--- src/include/uat_pkg.sv ---
// Constants, types and register map of the asynchronous serial transmitter
package uat_pkg;

    // Register map, one byte per address
    localparam logic [7:0] ADDR_TX_CONTROL_STATUS = 8'h00;
    localparam logic [7:0] ADDR_PERIPHERAL_FLAG = 8'h01;
    localparam logic [7:0] ADDR_PERIPHERAL_ENABLE = 8'h02;
    localparam logic [7:0] ADDR_TX_HOLDING_BUFFER = 8'h03;
    localparam logic [7:0] ADDR_BAUD_DIVISOR = 8'h04;

    // Field positions in tx_control_status
    localparam int CTRL_NINTH_BIT_POS = 0;
    localparam int CTRL_SHIFT_EMPTY_POS = 1;
    localparam int CTRL_HIGH_SPEED_POS = 2;
    localparam int CTRL_SYNC_POS = 4;
    localparam int CTRL_ENABLE_POS = 5;
    localparam int CTRL_NINE_BIT_POS = 6;

    // Buffer-empty flag and its interrupt enable
    localparam int FLAG_BUF_EMPTY_POS = 4;
    localparam int IRQ_EN_BUF_EMPTY_POS = 4;

    // Reset values
    localparam logic [7:0] BYTE_ZERO = 8'h00;
    localparam logic [7:0] BAUD_DIVISOR_RST = 8'h00;
    localparam logic [8:0] SHIFT_RST = 9'h000;

    // Baud ticks per bit, minus one
    localparam logic [5:0] PRESCALE_X16_LAST = 6'h0F;
    localparam logic [5:0] PRESCALE_X64_LAST = 6'h3F;
    localparam logic [5:0] PRESCALE_RST = 6'h00;

    // Index of the last data bit of a frame
    localparam logic [3:0] LAST_BIT_EIGHT = 4'h7;
    localparam logic [3:0] LAST_BIT_NINE = 4'h8;
    localparam logic [3:0] BIT_COUNT_RST = 4'h0;
    localparam logic [3:0] BIT_COUNT_STEP = 4'h1;
    localparam logic [7:0] BAUD_COUNT_STEP = 8'h01;

    typedef enum logic [2:0] {
        TX_IDLE,
        TX_WAIT,
        TX_START,
        TX_DATA,
        TX_STOP
    } uat_tx_state_e;

    typedef struct packed {
        logic nineBitSelect;
        logic transmitEnable;
        logic syncSelect;
        logic highSpeedSelect;
        logic ninthBitValue;
    } uat_ctrl_s;

    localparam uat_ctrl_s CTRL_RST = '{1'b0, 1'b0, 1'b0, 1'b0, 1'b0};

    typedef struct packed {
        logic [7:0] addr;
        logic [7:0] wdata;
        logic wr;
        logic rd;
    } uat_bus_s;

endpackage

--- src/rtl/uat_async_tx.sv ---
// Asynchronous serial transmitter with baud generator and register port
//
// The register offsets and the plain strobed port are this design's own decisions.
`timescale 1ns/1ps

// Functional notes
// - Frame is NRZ: one start bit, eight or nine data bits, one stop bit.
// - Data bits leave least significant bit first.
// - Transmit side only; a separate receiver would share frame format and baud rate.
// - Bit timing comes from a baud generator holding an 8-bit divisor.
// - High-speed select picks 16 or 64 baud ticks per bit.
// - No hardware parity; software parity goes out as ninth bit.
// - Sleep halts all asynchronous activity.
// - Asynchronous mode only while synchronous select is clear.
// - Shift register reloads from buffer right after the stop bit, if data waits.
// - Buffer-empty flag sets regardless of its interrupt enable, which gates only irq.
// - Software cannot clear buffer-empty flag; only a buffer write clears it.
// - Read-only shift-empty status, set while shift register empty, no irq.
// - Shift register has no register address.
// - Setting transmit enable sets the buffer-empty flag.
// - Shifting starts only with enable, buffered data and a shift clock.
// - Writing buffer before enabling still starts transmission.
// - First write moves at once to empty shift register, allowing back to back.
// - Clearing enable aborts the frame, resets transmitter, releases pin.
// - Nine-bit select sends nine bits, ninth from ninth-bit holder.
module uat_async_tx (
    input wire logic clk,
    input wire logic nrst,
    input wire uat_pkg::uat_bus_s busReq,
    output logic [7:0] busRdata,
    input wire logic sleepMode,
    output logic serialOut,
    output logic serialOutEn,
    output logic txBufferEmptyIrq
);

    uat_pkg::uat_ctrl_s ctrl_reg;
    uat_pkg::uat_tx_state_e state_reg;
    uat_pkg::uat_tx_state_e state_next;
    logic [7:0] holdData_reg;
    logic holdFull_reg;
    logic holdFull_next;
    logic bufEmptyFlag_reg;
    logic bufEmptyFlag_next;
    logic bufEmptyIrqEn_reg;
    logic [7:0] baudDivisor_reg;
    logic [7:0] baudCnt_reg;
    logic [7:0] baudCnt_next;
    logic [5:0] prescale_reg;
    logic [5:0] prescale_next;
    logic [8:0] shift_reg;
    logic [8:0] shift_next;
    logic [3:0] bitCnt_reg;
    logic [3:0] bitCnt_next;
    logic [3:0] lastBit_reg;
    logic [3:0] lastBit_next;
    logic line_reg;
    logic line_next;
    logic [7:0] rdata_reg;
    logic loadShift;

    // Address decode
    wire logic wrCtrl = busReq.wr && (busReq.addr == uat_pkg::ADDR_TX_CONTROL_STATUS);
    wire logic wrIrqEn = busReq.wr && (busReq.addr == uat_pkg::ADDR_PERIPHERAL_ENABLE);
    wire logic wrHold = busReq.wr && (busReq.addr == uat_pkg::ADDR_TX_HOLDING_BUFFER);
    wire logic wrDivisor = busReq.wr && (busReq.addr == uat_pkg::ADDR_BAUD_DIVISOR);

    // Transmitter alive only in asynchronous mode with enable set
    wire logic active = ctrl_reg.transmitEnable && !ctrl_reg.syncSelect;
    wire logic run = active && !sleepMode;
    wire logic enableRise = wrCtrl && busReq.wdata[uat_pkg::CTRL_ENABLE_POS]
        && !ctrl_reg.transmitEnable;

    // Baud generator and bit prescaler
    wire logic baudTick = run && (baudCnt_reg == uat_pkg::BYTE_ZERO);
    wire logic [5:0] prescaleLast = ctrl_reg.highSpeedSelect ? uat_pkg::PRESCALE_X16_LAST
        : uat_pkg::PRESCALE_X64_LAST;
    wire logic bitTick = baudTick && (prescale_reg == prescaleLast);
    wire logic shiftEmpty = (state_reg == uat_pkg::TX_IDLE);
    wire logic canLoad = holdFull_reg && !wrHold;

    // Read mux; the shift register has no address
    wire logic [7:0] ctrlRead = {1'b0, ctrl_reg.nineBitSelect, ctrl_reg.transmitEnable,
        ctrl_reg.syncSelect, 1'b0, ctrl_reg.highSpeedSelect, shiftEmpty,
        ctrl_reg.ninthBitValue};
    wire logic [7:0] flagRead = {3'b000, bufEmptyFlag_reg, 4'b0000};
    wire logic [7:0] irqEnRead = {3'b000, bufEmptyIrqEn_reg, 4'b0000};
    wire logic [7:0] readMux =
        (busReq.addr == uat_pkg::ADDR_TX_CONTROL_STATUS) ? ctrlRead :
        (busReq.addr == uat_pkg::ADDR_PERIPHERAL_FLAG) ? flagRead :
        (busReq.addr == uat_pkg::ADDR_PERIPHERAL_ENABLE) ? irqEnRead :
        (busReq.addr == uat_pkg::ADDR_TX_HOLDING_BUFFER) ? holdData_reg :
        (busReq.addr == uat_pkg::ADDR_BAUD_DIVISOR) ? baudDivisor_reg :
        uat_pkg::BYTE_ZERO;

    // Baud counter reloads divisor on expiry and while inactive; prescaler cleared while inactive
    always_comb begin
        baudCnt_next = baudCnt_reg;
        prescale_next = prescale_reg;
        if (!active) begin
            baudCnt_next = baudDivisor_reg;
            prescale_next = uat_pkg::PRESCALE_RST;
        end else if (baudTick) begin
            baudCnt_next = baudDivisor_reg;
            prescale_next = (prescale_reg == prescaleLast) ? uat_pkg::PRESCALE_RST
                : prescale_reg + 6'h01;
        end else if (run) begin
            baudCnt_next = baudCnt_reg - uat_pkg::BAUD_COUNT_STEP;
        end
    end

    // Transmit sequencer
    always_comb begin
        state_next = state_reg;
        shift_next = shift_reg;
        bitCnt_next = bitCnt_reg;
        lastBit_next = lastBit_reg;
        loadShift = 1'b0;
        if (!active) begin
            state_next = uat_pkg::TX_IDLE;
            bitCnt_next = uat_pkg::BIT_COUNT_RST;
        end else if (run) begin
            case (state_reg)
                uat_pkg::TX_IDLE: begin
                    if (canLoad) begin
                        loadShift = 1'b1;
                        state_next = uat_pkg::TX_WAIT;
                    end
                end
                uat_pkg::TX_WAIT: begin
                    if (bitTick) begin
                        state_next = uat_pkg::TX_START;
                    end
                end
                uat_pkg::TX_START: begin
                    if (bitTick) begin
                        state_next = uat_pkg::TX_DATA;
                        bitCnt_next = uat_pkg::BIT_COUNT_RST;
                    end
                end
                uat_pkg::TX_DATA: begin
                    if (bitTick) begin
                        shift_next = {1'b0, shift_reg[8:1]};
                        if (bitCnt_reg == lastBit_reg) begin
                            state_next = uat_pkg::TX_STOP;
                        end else begin
                            bitCnt_next = bitCnt_reg + uat_pkg::BIT_COUNT_STEP;
                        end
                    end
                end
                uat_pkg::TX_STOP: begin
                    if (bitTick) begin
                        if (canLoad) begin
                            loadShift = 1'b1;
                            state_next = uat_pkg::TX_START;
                        end else begin
                            state_next = uat_pkg::TX_IDLE;
                        end
                    end
                end
                default: begin
                    state_next = uat_pkg::TX_IDLE;
                end
            endcase
        end
        if (loadShift) begin
            // Ninth bit sampled from the holder at the moment of transfer
            shift_next = {ctrl_reg.ninthBitValue, holdData_reg};
            lastBit_next = ctrl_reg.nineBitSelect ? uat_pkg::LAST_BIT_NINE
                : uat_pkg::LAST_BIT_EIGHT;
        end
    end

    // Line level follows the next state so it lines up with the state register
    always_comb begin
        case (state_next)
            uat_pkg::TX_START: line_next = 1'b0;
            uat_pkg::TX_DATA: line_next = shift_next[0];
            default: line_next = 1'b1;
        endcase
    end

    // Buffer occupancy and its flag; a write never coincides with a transfer
    assign holdFull_next = wrHold ? 1'b1 : (loadShift ? 1'b0 : holdFull_reg);
    assign bufEmptyFlag_next = (loadShift || enableRise) ? 1'b1
        : (wrHold ? 1'b0 : bufEmptyFlag_reg);

    always_ff @(posedge clk or negedge nrst) begin
        if (!nrst) begin
            ctrl_reg <= uat_pkg::CTRL_RST;
            bufEmptyIrqEn_reg <= 1'b0;
            baudDivisor_reg <= uat_pkg::BAUD_DIVISOR_RST;
            holdData_reg <= uat_pkg::BYTE_ZERO;
        end else begin
            if (wrCtrl) begin
                ctrl_reg <= '{busReq.wdata[uat_pkg::CTRL_NINE_BIT_POS],
                    busReq.wdata[uat_pkg::CTRL_ENABLE_POS],
                    busReq.wdata[uat_pkg::CTRL_SYNC_POS],
                    busReq.wdata[uat_pkg::CTRL_HIGH_SPEED_POS],
                    busReq.wdata[uat_pkg::CTRL_NINTH_BIT_POS]};
            end
            if (wrIrqEn) begin
                bufEmptyIrqEn_reg <= busReq.wdata[uat_pkg::IRQ_EN_BUF_EMPTY_POS];
            end
            if (wrDivisor) begin
                baudDivisor_reg <= busReq.wdata;
            end
            if (wrHold) begin
                holdData_reg <= busReq.wdata;
            end
        end
    end

    always_ff @(posedge clk or negedge nrst) begin
        if (!nrst) begin
            state_reg <= uat_pkg::TX_IDLE;
            shift_reg <= uat_pkg::SHIFT_RST;
            bitCnt_reg <= uat_pkg::BIT_COUNT_RST;
            lastBit_reg <= uat_pkg::LAST_BIT_EIGHT;
            line_reg <= 1'b1;
            baudCnt_reg <= uat_pkg::BAUD_DIVISOR_RST;
            prescale_reg <= uat_pkg::PRESCALE_RST;
            holdFull_reg <= 1'b0;
            bufEmptyFlag_reg <= 1'b0;
        end else begin
            state_reg <= state_next;
            shift_reg <= shift_next;
            bitCnt_reg <= bitCnt_next;
            lastBit_reg <= lastBit_next;
            line_reg <= line_next;
            baudCnt_reg <= baudCnt_next;
            prescale_reg <= prescale_next;
            holdFull_reg <= holdFull_next;
            bufEmptyFlag_reg <= bufEmptyFlag_next;
        end
    end

    always_ff @(posedge clk or negedge nrst) begin
        if (!nrst) begin
            rdata_reg <= uat_pkg::BYTE_ZERO;
        end else begin
            rdata_reg <= busReq.rd ? readMux : uat_pkg::BYTE_ZERO;
        end
    end

    assign busRdata = rdata_reg;
    assign serialOut = line_reg;
    assign serialOutEn = active;
    assign txBufferEmptyIrq = bufEmptyFlag_reg && bufEmptyIrqEn_reg;
    // receiver would share baudTick and the same frame settings

    // Assertions
    property p_start_low;
        @(posedge clk) disable iff (!nrst)
        (state_reg == uat_pkg::TX_START) |-> !serialOut;
    endproperty
    a_start_low: assert property (p_start_low)
        else $error("Start bit not low");

    property p_stop_high;
        @(posedge clk) disable iff (!nrst)
        (state_reg == uat_pkg::TX_STOP || state_reg == uat_pkg::TX_IDLE) |-> serialOut;
    endproperty
    a_stop_high: assert property (p_stop_high)
        else $error("Stop or idle level not high");

    property p_lsb_first;
        @(posedge clk) disable iff (!nrst)
        (state_reg == uat_pkg::TX_DATA && bitTick && bitCnt_reg != lastBit_reg)
            |=> serialOut == $past(shift_reg[1]);
    endproperty
    a_lsb_first: assert property (p_lsb_first)
        else $error("Data bit order wrong");

    property p_flag_clear_by_write;
        @(posedge clk) disable iff (!nrst)
        $fell(bufEmptyFlag_reg) |-> $past(wrHold);
    endproperty
    a_flag_clear_by_write: assert property (p_flag_clear_by_write)
        else $error("Buffer-empty flag cleared without buffer write");

    property p_enable_sets_flag;
        @(posedge clk) disable iff (!nrst)
        $rose(ctrl_reg.transmitEnable) |-> bufEmptyFlag_reg;
    endproperty
    a_enable_sets_flag: assert property (p_enable_sets_flag)
        else $error("Enable did not set buffer-empty flag");

    property p_abort;
        @(posedge clk) disable iff (!nrst)
        !ctrl_reg.transmitEnable |-> !serialOutEn ##1 (state_reg == uat_pkg::TX_IDLE);
    endproperty
    a_abort: assert property (p_abort)
        else $error("Transmitter not reset after disable");

    property p_back_to_back;
        @(posedge clk) disable iff (!nrst)
        (state_reg == uat_pkg::TX_STOP && bitTick && canLoad && run)
            |=> (state_reg == uat_pkg::TX_START) && bufEmptyFlag_reg && !holdFull_reg;
    endproperty
    a_back_to_back: assert property (p_back_to_back)
        else $error("No immediate reload after stop bit");

    property p_shift_empty_status;
        @(posedge clk) disable iff (!nrst)
        (state_reg == uat_pkg::TX_STOP && bitTick && !canLoad && run)
            |=> ctrlRead[uat_pkg::CTRL_SHIFT_EMPTY_POS];
    endproperty
    a_shift_empty_status: assert property (p_shift_empty_status)
        else $error("Shift-empty status not set after frame");

    property p_reload_divisor;
        @(posedge clk) disable iff (!nrst)
        baudTick |=> baudCnt_reg == $past(baudDivisor_reg);
    endproperty
    a_reload_divisor: assert property (p_reload_divisor)
        else $error("Baud generator did not reload divisor");

    property p_sleep_halts;
        @(posedge clk) disable iff (!nrst)
        (sleepMode && active) |=> $stable(state_reg) && $stable(baudCnt_reg);
    endproperty
    a_sleep_halts: assert property (p_sleep_halts)
        else $error("Transmitter advanced during sleep");

    property p_start_needs_tick;
        @(posedge clk) disable iff (!nrst)
        (state_reg == uat_pkg::TX_WAIT ##1 state_reg == uat_pkg::TX_START) |-> $past(bitTick);
    endproperty
    a_start_needs_tick: assert property (p_start_needs_tick)
        else $error("Start without shift clock");

    property p_ninth_bit;
        @(posedge clk) disable iff (!nrst)
        loadShift |=> (lastBit_reg == ($past(ctrl_reg.nineBitSelect)
            ? uat_pkg::LAST_BIT_NINE : uat_pkg::LAST_BIT_EIGHT))
            && shift_reg[8] == $past(ctrl_reg.ninthBitValue);
    endproperty
    a_ninth_bit: assert property (p_ninth_bit)
        else $error("Frame length or ninth bit wrong");

    // Baud ticks between bit ticks, counted apart from the prescaler
    logic [6:0] tickCount_reg;
    logic tickCountValid_reg;
    wire logic [6:0] tickCountLast = ctrl_reg.highSpeedSelect
        ? {1'b0, uat_pkg::PRESCALE_X16_LAST} : {1'b0, uat_pkg::PRESCALE_X64_LAST};

    // Control write mid-period leaves the count meaningless until the next bit tick
    always_ff @(posedge clk or negedge nrst) begin
        if (!nrst) begin
            tickCount_reg <= 7'h00;
            tickCountValid_reg <= 1'b0;
        end else if (!active || wrCtrl) begin
            tickCount_reg <= 7'h00;
            tickCountValid_reg <= 1'b0;
        end else if (bitTick) begin
            tickCount_reg <= 7'h00;
            tickCountValid_reg <= 1'b1;
        end else if (baudTick) begin
            tickCount_reg <= tickCount_reg + 7'h01;
        end
    end

    property p_prescale;
        @(posedge clk) disable iff (!nrst)
        (bitTick && tickCountValid_reg) |-> tickCount_reg == tickCountLast;
    endproperty
    a_prescale: assert property (p_prescale)
        else $error("Bit tick at wrong prescale count");

    property p_first_transfer;
        @(posedge clk) disable iff (!nrst)
        (state_reg == uat_pkg::TX_IDLE && canLoad && run)
            |=> (state_reg == uat_pkg::TX_WAIT) && bufEmptyFlag_reg && !holdFull_reg;
    endproperty
    a_first_transfer: assert property (p_first_transfer)
        else $error("Buffer not moved at once to empty shift register");

endmodule // uat_async_tx

--- config.mk ---
export PLATFORM = sky130hd
export DESIGN_NAME = uat_async_tx
export DESIGN_NICKNAME = d
export VERILOG_FILES = /design/src/include/uat_pkg.sv /design/src/rtl/uat_async_tx.sv
export SDC_FILE = /design/constraint.sdc
export NUM_CORES = 1
export LEC_CHECK = 0
export BUFFER_PORTS_ARGS = -buffer_cell sky130_fd_sc_hd__buf_4
export CAP_MARGIN = 40
export CORE_MARGIN = 2
export CORE_UTILIZATION = 32
export CTS_CLUSTER_SIZE = 12
export DETAILED_ROUTE_END_ITERATION = 8
export RECOVER_POWER = 50
export SYNTH_ARGS = -nofsm -noshare
export SYNTH_HDL_FRONTEND = slang
export SYNTH_SLANG_ARGS = --single-unit
--- constraint.sdc ---
create_clock -name clk -period 2.3 [get_ports clk]
set_clock_uncertainty 0.2 [all_clocks]
set_input_delay 0.23 -clock clk [delete_from_list [all_inputs] [get_ports clk]]
set_output_delay 0.23 -clock clk [all_outputs]
set_load 0.05 [all_outputs]
After elaboration in Yosys (flattened, before gate mapping) --
Cells that the tools add are included.
Cells by class: multipliers 0, reductions and logical operators 28, magnitude comparators 0, shift operators 0, bitwise logic cells 0, divide/modulo/power cells 0, eq/ne operators 19, muxes and demuxes 45, add/subtract/negate cells 3
Operators by type and width (number):
- $mux W8 | 9
- $mux W9 | 5
- $mux W3 | 8
- $mux W4 | 6
- $mux W6 | 4
- $eq A8 B2 Y1 const B | 2
- $logic_not A8 Y1 | 2
- $pmux W3 S5 | 1
- $eq A3 B2 Y1 const B | 4
- $logic_and A1 B1 Y1 | 12
- $reduce_bool A2 Y1 | 6
- $ne A3 B3 Y1 const B | 3
- $eq A8 B1 Y1 const B | 1
- $eq A8 B3 Y1 const B | 1
- $mux W1 | 8
- $pmux W4 S2 | 1
- $sub A8 B1 Y8 const B | 1
- $add A6 B1 Y6 const B | 1
- $eq A6 B6 Y1 | 1
- $ne A3 B1 Y1 const B | 2
- $reduce_and A5 Y1 | 1
- $add A4 B1 Y4 const B | 1
- $eq A4 B4 Y1 | 1
- $logic_not A1 Y1 | 4
- 8 further kinds | 10
Storage, ports and cells: memories kept 0, bits in read-only memories 0, RAM bits 0, latch bits 0, output and inout bits 11, bits in registers 67

Longest topological paths before layout --
depth after elaboration 11, gate-level depth with buffers 10, mapped depth without buffers 8

Least setup slack after synthesis --
OpenSTA, ideal clock, no wires.
path kind register -> register, from reg baudCnt_reg[0], to reg lastBit_reg[3], required time 1.973 ns, path slack -0.253 ns, data arrival time 2.226 ns, cell stages (with the launch flop) 10, setup time 0.127 ns, path buffers 2, cells stage by stage dfrtp_1 > inv_1 > ha_1 > nor4b_2 > and3_1 > buf_6 > nand2_4 > a2111oi_4 > buf_6 > mux2_1
Between the ends: word-level cells in the longest chain between the ends 7
Ends and longest elaborated chain:
- from (decl) | line uat_async_tx.sv:47 | logic [7:0] baudCnt_reg;
- from (signal assigned) | line uat_async_tx.sv:221 | baudCnt_reg <= uat_pkg::BAUD_DIVISOR_RST;
- from (signal assigned) | line uat_async_tx.sv:231 | baudCnt_reg <= baudCnt_next;
- $logic_not A8 Y1 | line uat_async_tx.sv:75 | wire logic baudTick = run && (baudCnt_reg == uat_pkg::BYTE_ZERO);
- $logic_and A1 B1 Y1 | line uat_async_tx.sv:75
- $logic_and A1 B1 Y1 | line uat_async_tx.sv:78 | wire logic bitTick = baudTick && (prescale_reg == prescaleLast);
- $mux W1 | line uat_async_tx.sv:152 | if (bitTick) begin
- $pmux W1 S2 | line uat_async_tx.sv:123 | case (state_reg)
- $mux W1 | line uat_async_tx.sv:122 | end else if (run) begin
- $mux W1 | line uat_async_tx.sv:119 | if (!active) begin
- to (signal assigned) | line uat_async_tx.sv:219 | lastBit_reg <= uat_pkg::LAST_BIT_EIGHT;
- to (signal assigned) | line uat_async_tx.sv:229 | lastBit_reg <= lastBit_next;
- to (decl) | line uat_async_tx.sv:55 | logic [3:0] lastBit_reg;
No other way between the ends. A chain may end at the register's enable or synchronous reset.

Final worst setup path --
from reg baudCnt_reg[1], to reg line_reg (netlist: serialOut)
Between the ends: word-level cells in the longest chain between the ends 9, elaborated cells between the ends (all ways) 22, those cells by class eq/ne (2); mux (17); reduce/logical (3)
Ends and longest elaborated chain:
- $logic_not A8 Y1 * | line uat_async_tx.sv:75
- $logic_and A1 B1 Y1 * | line uat_async_tx.sv:75
- $logic_and A1 B1 Y1 * | line uat_async_tx.sv:78
- $mux W3, or another cell as far along | line uat_async_tx.sv:152
- $pmux W3 S5, or another cell as far along | line uat_async_tx.sv:123
- $mux W3, or another cell as far along | line uat_async_tx.sv:122
- $mux W3, or another cell as far along | line uat_async_tx.sv:119
- $eq A3 B2 Y1 or $mux W9 (tied branches) | line uat_async_tx.sv:176, uat_async_tx.sv:166
- $pmux W1 S2 * | line uat_async_tx.sv:176 | case (state_next)
- via line_next | line uat_async_tx.sv:58 | logic line_next;
- to (signal assigned) | line uat_async_tx.sv:230 | line_reg <= line_next;
- to (decl) | line uat_async_tx.sv:57 | logic line_reg;
Mark *: on every way through the listed nets, which the timed path passes. The rest lies on a longest branch. The select of a mux whose other input is x is not followed.

==> results.sh <==
export IMPL_yosys_area_share_simple=0.186
export IMPL_placementRows=36
export IMPL_status="finished, violations left"
export IMPL_start_util=0.329
export IMPL_antenna_diode_count=0
export IMPL_period_share=0.989
export IMPL_layout_commonest_cell="dfrtp_1"
export IMPL_yosys_warnings=0
export IMPL_h_tree_depth=3
export IMPL_power_leakage_nw=1.90
export IMPL_cp_start_kind="register"
export IMPL_hold_violations=0
export IMPL_cp_startpoint="baudCnt_reg[1]$_DFFE_PN0P_"
export IMPL_dp_cells=478
export IMPL_synthFlopType="dfrtp_1"
export IMPL_cts_buffer_depth=2
export IMPL_root_buffer="clkbuf_8"
export IMPL_gr_usage_all_layers=0.148
export IMPL_drive_gt1_frac=0.305
export IMPL_synth_fp_nets=324
export IMPL_grt_pass1_wl_um=12700
export IMPL_clk_latency_ns=0.35
export IMPL_min_delay_path_depth=3
export IMPL_die_area_um2=10900
export IMPL_synth_seq_cells=65
export IMPL_antenna_found_initial=0
export IMPL_path_class="reg2reg"
export IMPL_setup_violations=0
export IMPL_netlist_cell_type_count=55
export IMPL_synth_area_leaders="dfrtp_1 49%, mux2_2 7.7%, nand2_1 2.9%"
export IMPL_synth_cells=299
export IMPL_async_reset_ff_frac=1.00
export IMPL_final_cell_mix="63 x dfrtp_1, 43 x buf_4, 24 x nand2_1"
export IMPL_synth_xor_area_share=0.00545
export IMPL_syn_cell_area_um2=3220
export IMPL_worst_pin_slew_ns=1.63
export IMPL_slew_viol_final=66
export IMPL_synth_compound_gate_area_share=0.168
export IMPL_drt_antenna_violating_nets=0
export IMPL_end_kind="register"
export IMPL_gp_congestion=0.814
export IMPL_largest_register_ff_count=9
export IMPL_min_from="busReq[10]"
export IMPL_final_nets=394
export IMPL_power_w=0.00263
export IMPL_yosysTopAreaCellShare=0.490
export IMPL_wire_per_inst_um=15.2
export IMPL_port_buffers=31
export IMPL_synth_top_area_cell="dfrtp_1"
export IMPL_seq_area_frac_synth=0.506
export IMPL_muxShareOfSynthArea=0.0914
export IMPL_dr_pass1_iters=5
export IMPL_final_cells=507
export IMPL_grt_pass1_vias=2522
export IMPL_hold_class="in2reg"
export IMPL_dp_hpwl_um=5450
export IMPL_cts_sinks=65
export IMPL_drv_cap=1
export IMPL_overflow=0
export IMPL_use_met2=0.236
export IMPL_routed_via_count=2596
export IMPL_numCtsBuffers=9
export IMPL_synth_top_family_by_area="simple AND/OR/NAND/NOR gates"
export IMPL_gr_usage_met1=0.196
export IMPL_maxSlewHeadroom=-0.0894
export IMPL_fin_util=0.419
export IMPL_drc=0
export IMPL_wirelength_um=7700
export IMPL_p_per_area_nw_per_um2=642
export IMPL_syn_to_final_growth_pct=27.5
export IMPL_max_vdd_ir_drop_uv=339
export IMPL_placed_cell_area_um2=3770
export IMPL_fmaxAchievable_ghz=0.439
export IMPL_stdcell_area_um2=4100
export IMPL_ios=32
export IMPL_avgSynthCellArea_um2=10.8
export IMPL_core_um2=9770
export IMPL_die_w_um=104
export IMPL_synth_edff_count=0
export IMPL_top_usage_layer="met2"
export IMPL_rr_worst_depth=9
export IMPL_min_period_ns=2.28
export IMPL_gr_usage_met3=0.0414
export IMPL_crit_arrival_ns=2.36
export IMPL_cp_max_fo=7
export IMPL_drtIter0Drc=99
export IMPL_via_per_inst=5.12
export IMPL_whs_ns=0.0475
export IMPL_violations="max-capacitance violations, max-slew violations"
export IMPL_grt_start_max_net_pins=66
export IMPL_cts_tree="yes"
export IMPL_clk_pin_slew_ns=0.08
export IMPL_synthAdderAreaFrac=0.0156
export IMPL_timing_rr_start="baudCnt_reg[1]$_DFFE_PN0P_"
export IMPL_die_y_um=104
export IMPL_n_fill_cell=981
export IMPL_rsz0062_at_grt="true"
export IMPL_required_ns=2.38
-- area by class of cell --
type	instances	area, um2	share of cell area
sequential	65	1630	0.397
tap	133	166	0.0406
inverter	10	37.5	0.00915
clock inverter	6	71.3	0.0174
timing repair buffer	68	512	0.125
multi-input combinational	215	1550	0.377
clock buffer	10	138	0.0336
-- repair_timing --
item | 4_1_cts | 5_1_grt
setup buffers | 0 | 3
resized for setup | 1 | 7
gates cloned | 0 | 0
endpoints found under the setup margin | 1 | 18
endpoints found under the hold margin | 92 | 0
pin swaps | 0 | 2
hold buffers | 10 | 0
-- routing by layer --
metal | share of wire | vias to the layer above
li1 | - | 1245
met1 | 0.47 | 1284
met2 | 0.48 | 58
met3 | 0.037 | 9
met4 | 0.0096 | 0
met5 | 0 | -
-- cell families (layout without fill, tap and decap cells) --
kind of cell	Yosys count	in the layout
AO/OA/AOI/OAI	75	75
XOR/XNOR	2	2
adder cells (fa/ha/maj)	4	4
buffers and inverters	19	94
flip-flops	65	65
multiplexers	26	26
AND/OR/NAND/NOR	108	108
-- synth_stat cells, types with 3 or more instances --
master	count
nand2b_1	5
nand4_1	4
a222oi_1	5
mux2_2	22
a22oi_1	4
dfrtp_1	63
o211ai_1	4
ha_1	4
o21ai_0	16
inv_1	10
nor2_1	21
nand2_1	25
nor2b_1	7
a22o_2	4
nor3_1	9
nor3b_1	5
and3_1	3
a21oi_1	18
clkbuf_1	6
a21o_1	7
a22o_1	3
nand3_1	9
-- power breakdown --
group | internal [W] | switching [W]
registers | 0.00121 | 0.0000644
clock network | 0.000541 | 0.000497
logic | 0.000159 | 0.000160
total | 0.00191 | 0.000721
-- through the flow --
| stage | worst slack, ns | TNS [ns] |
|---|---|---|
| floorplan | -0.130 | -0.198 |
| global placement | 0.0367 | 0 |
| detailed placement | 0.00252 | 0 |
| CTS | 0.00882 | 0 |
| global route | -0.0759 | -0.625 |
| finish | 0.0245 | 0 |
-- path summary, 6_finish.rpt --
path | to | slack (ns)
worst max register to register | serialOut$_DFF_PN1_ | 0.02
min in group asynchronous | shift_reg[6]$_DFFE_PN0P_ | 0.64
worst min register to register | shift_reg[2]$_DFFE_PN0P_ | 0.28
max in group asynchronous | baudCnt_reg[2]$_DFFE_PN0P_ | 0.29
worst min-delay path | busRdata[4]$_DFF_PN0_ | 0.05
worst max-delay path | serialOut$_DFF_PN1_ | 0.02
-- critical path, stage by stage, from the launching register on --
cell and delay, ns:
dfrtp_1 0.40, inv_2 0.09, ha_4 0.12, nor4b_4 0.20, and3_4 0.24, nand2_4 0.06
a2111oi_4 0.29, buf_6 0.18, mux2_4 0.31, o211ai_2 0.13
(Power assumes the default switching activity.)
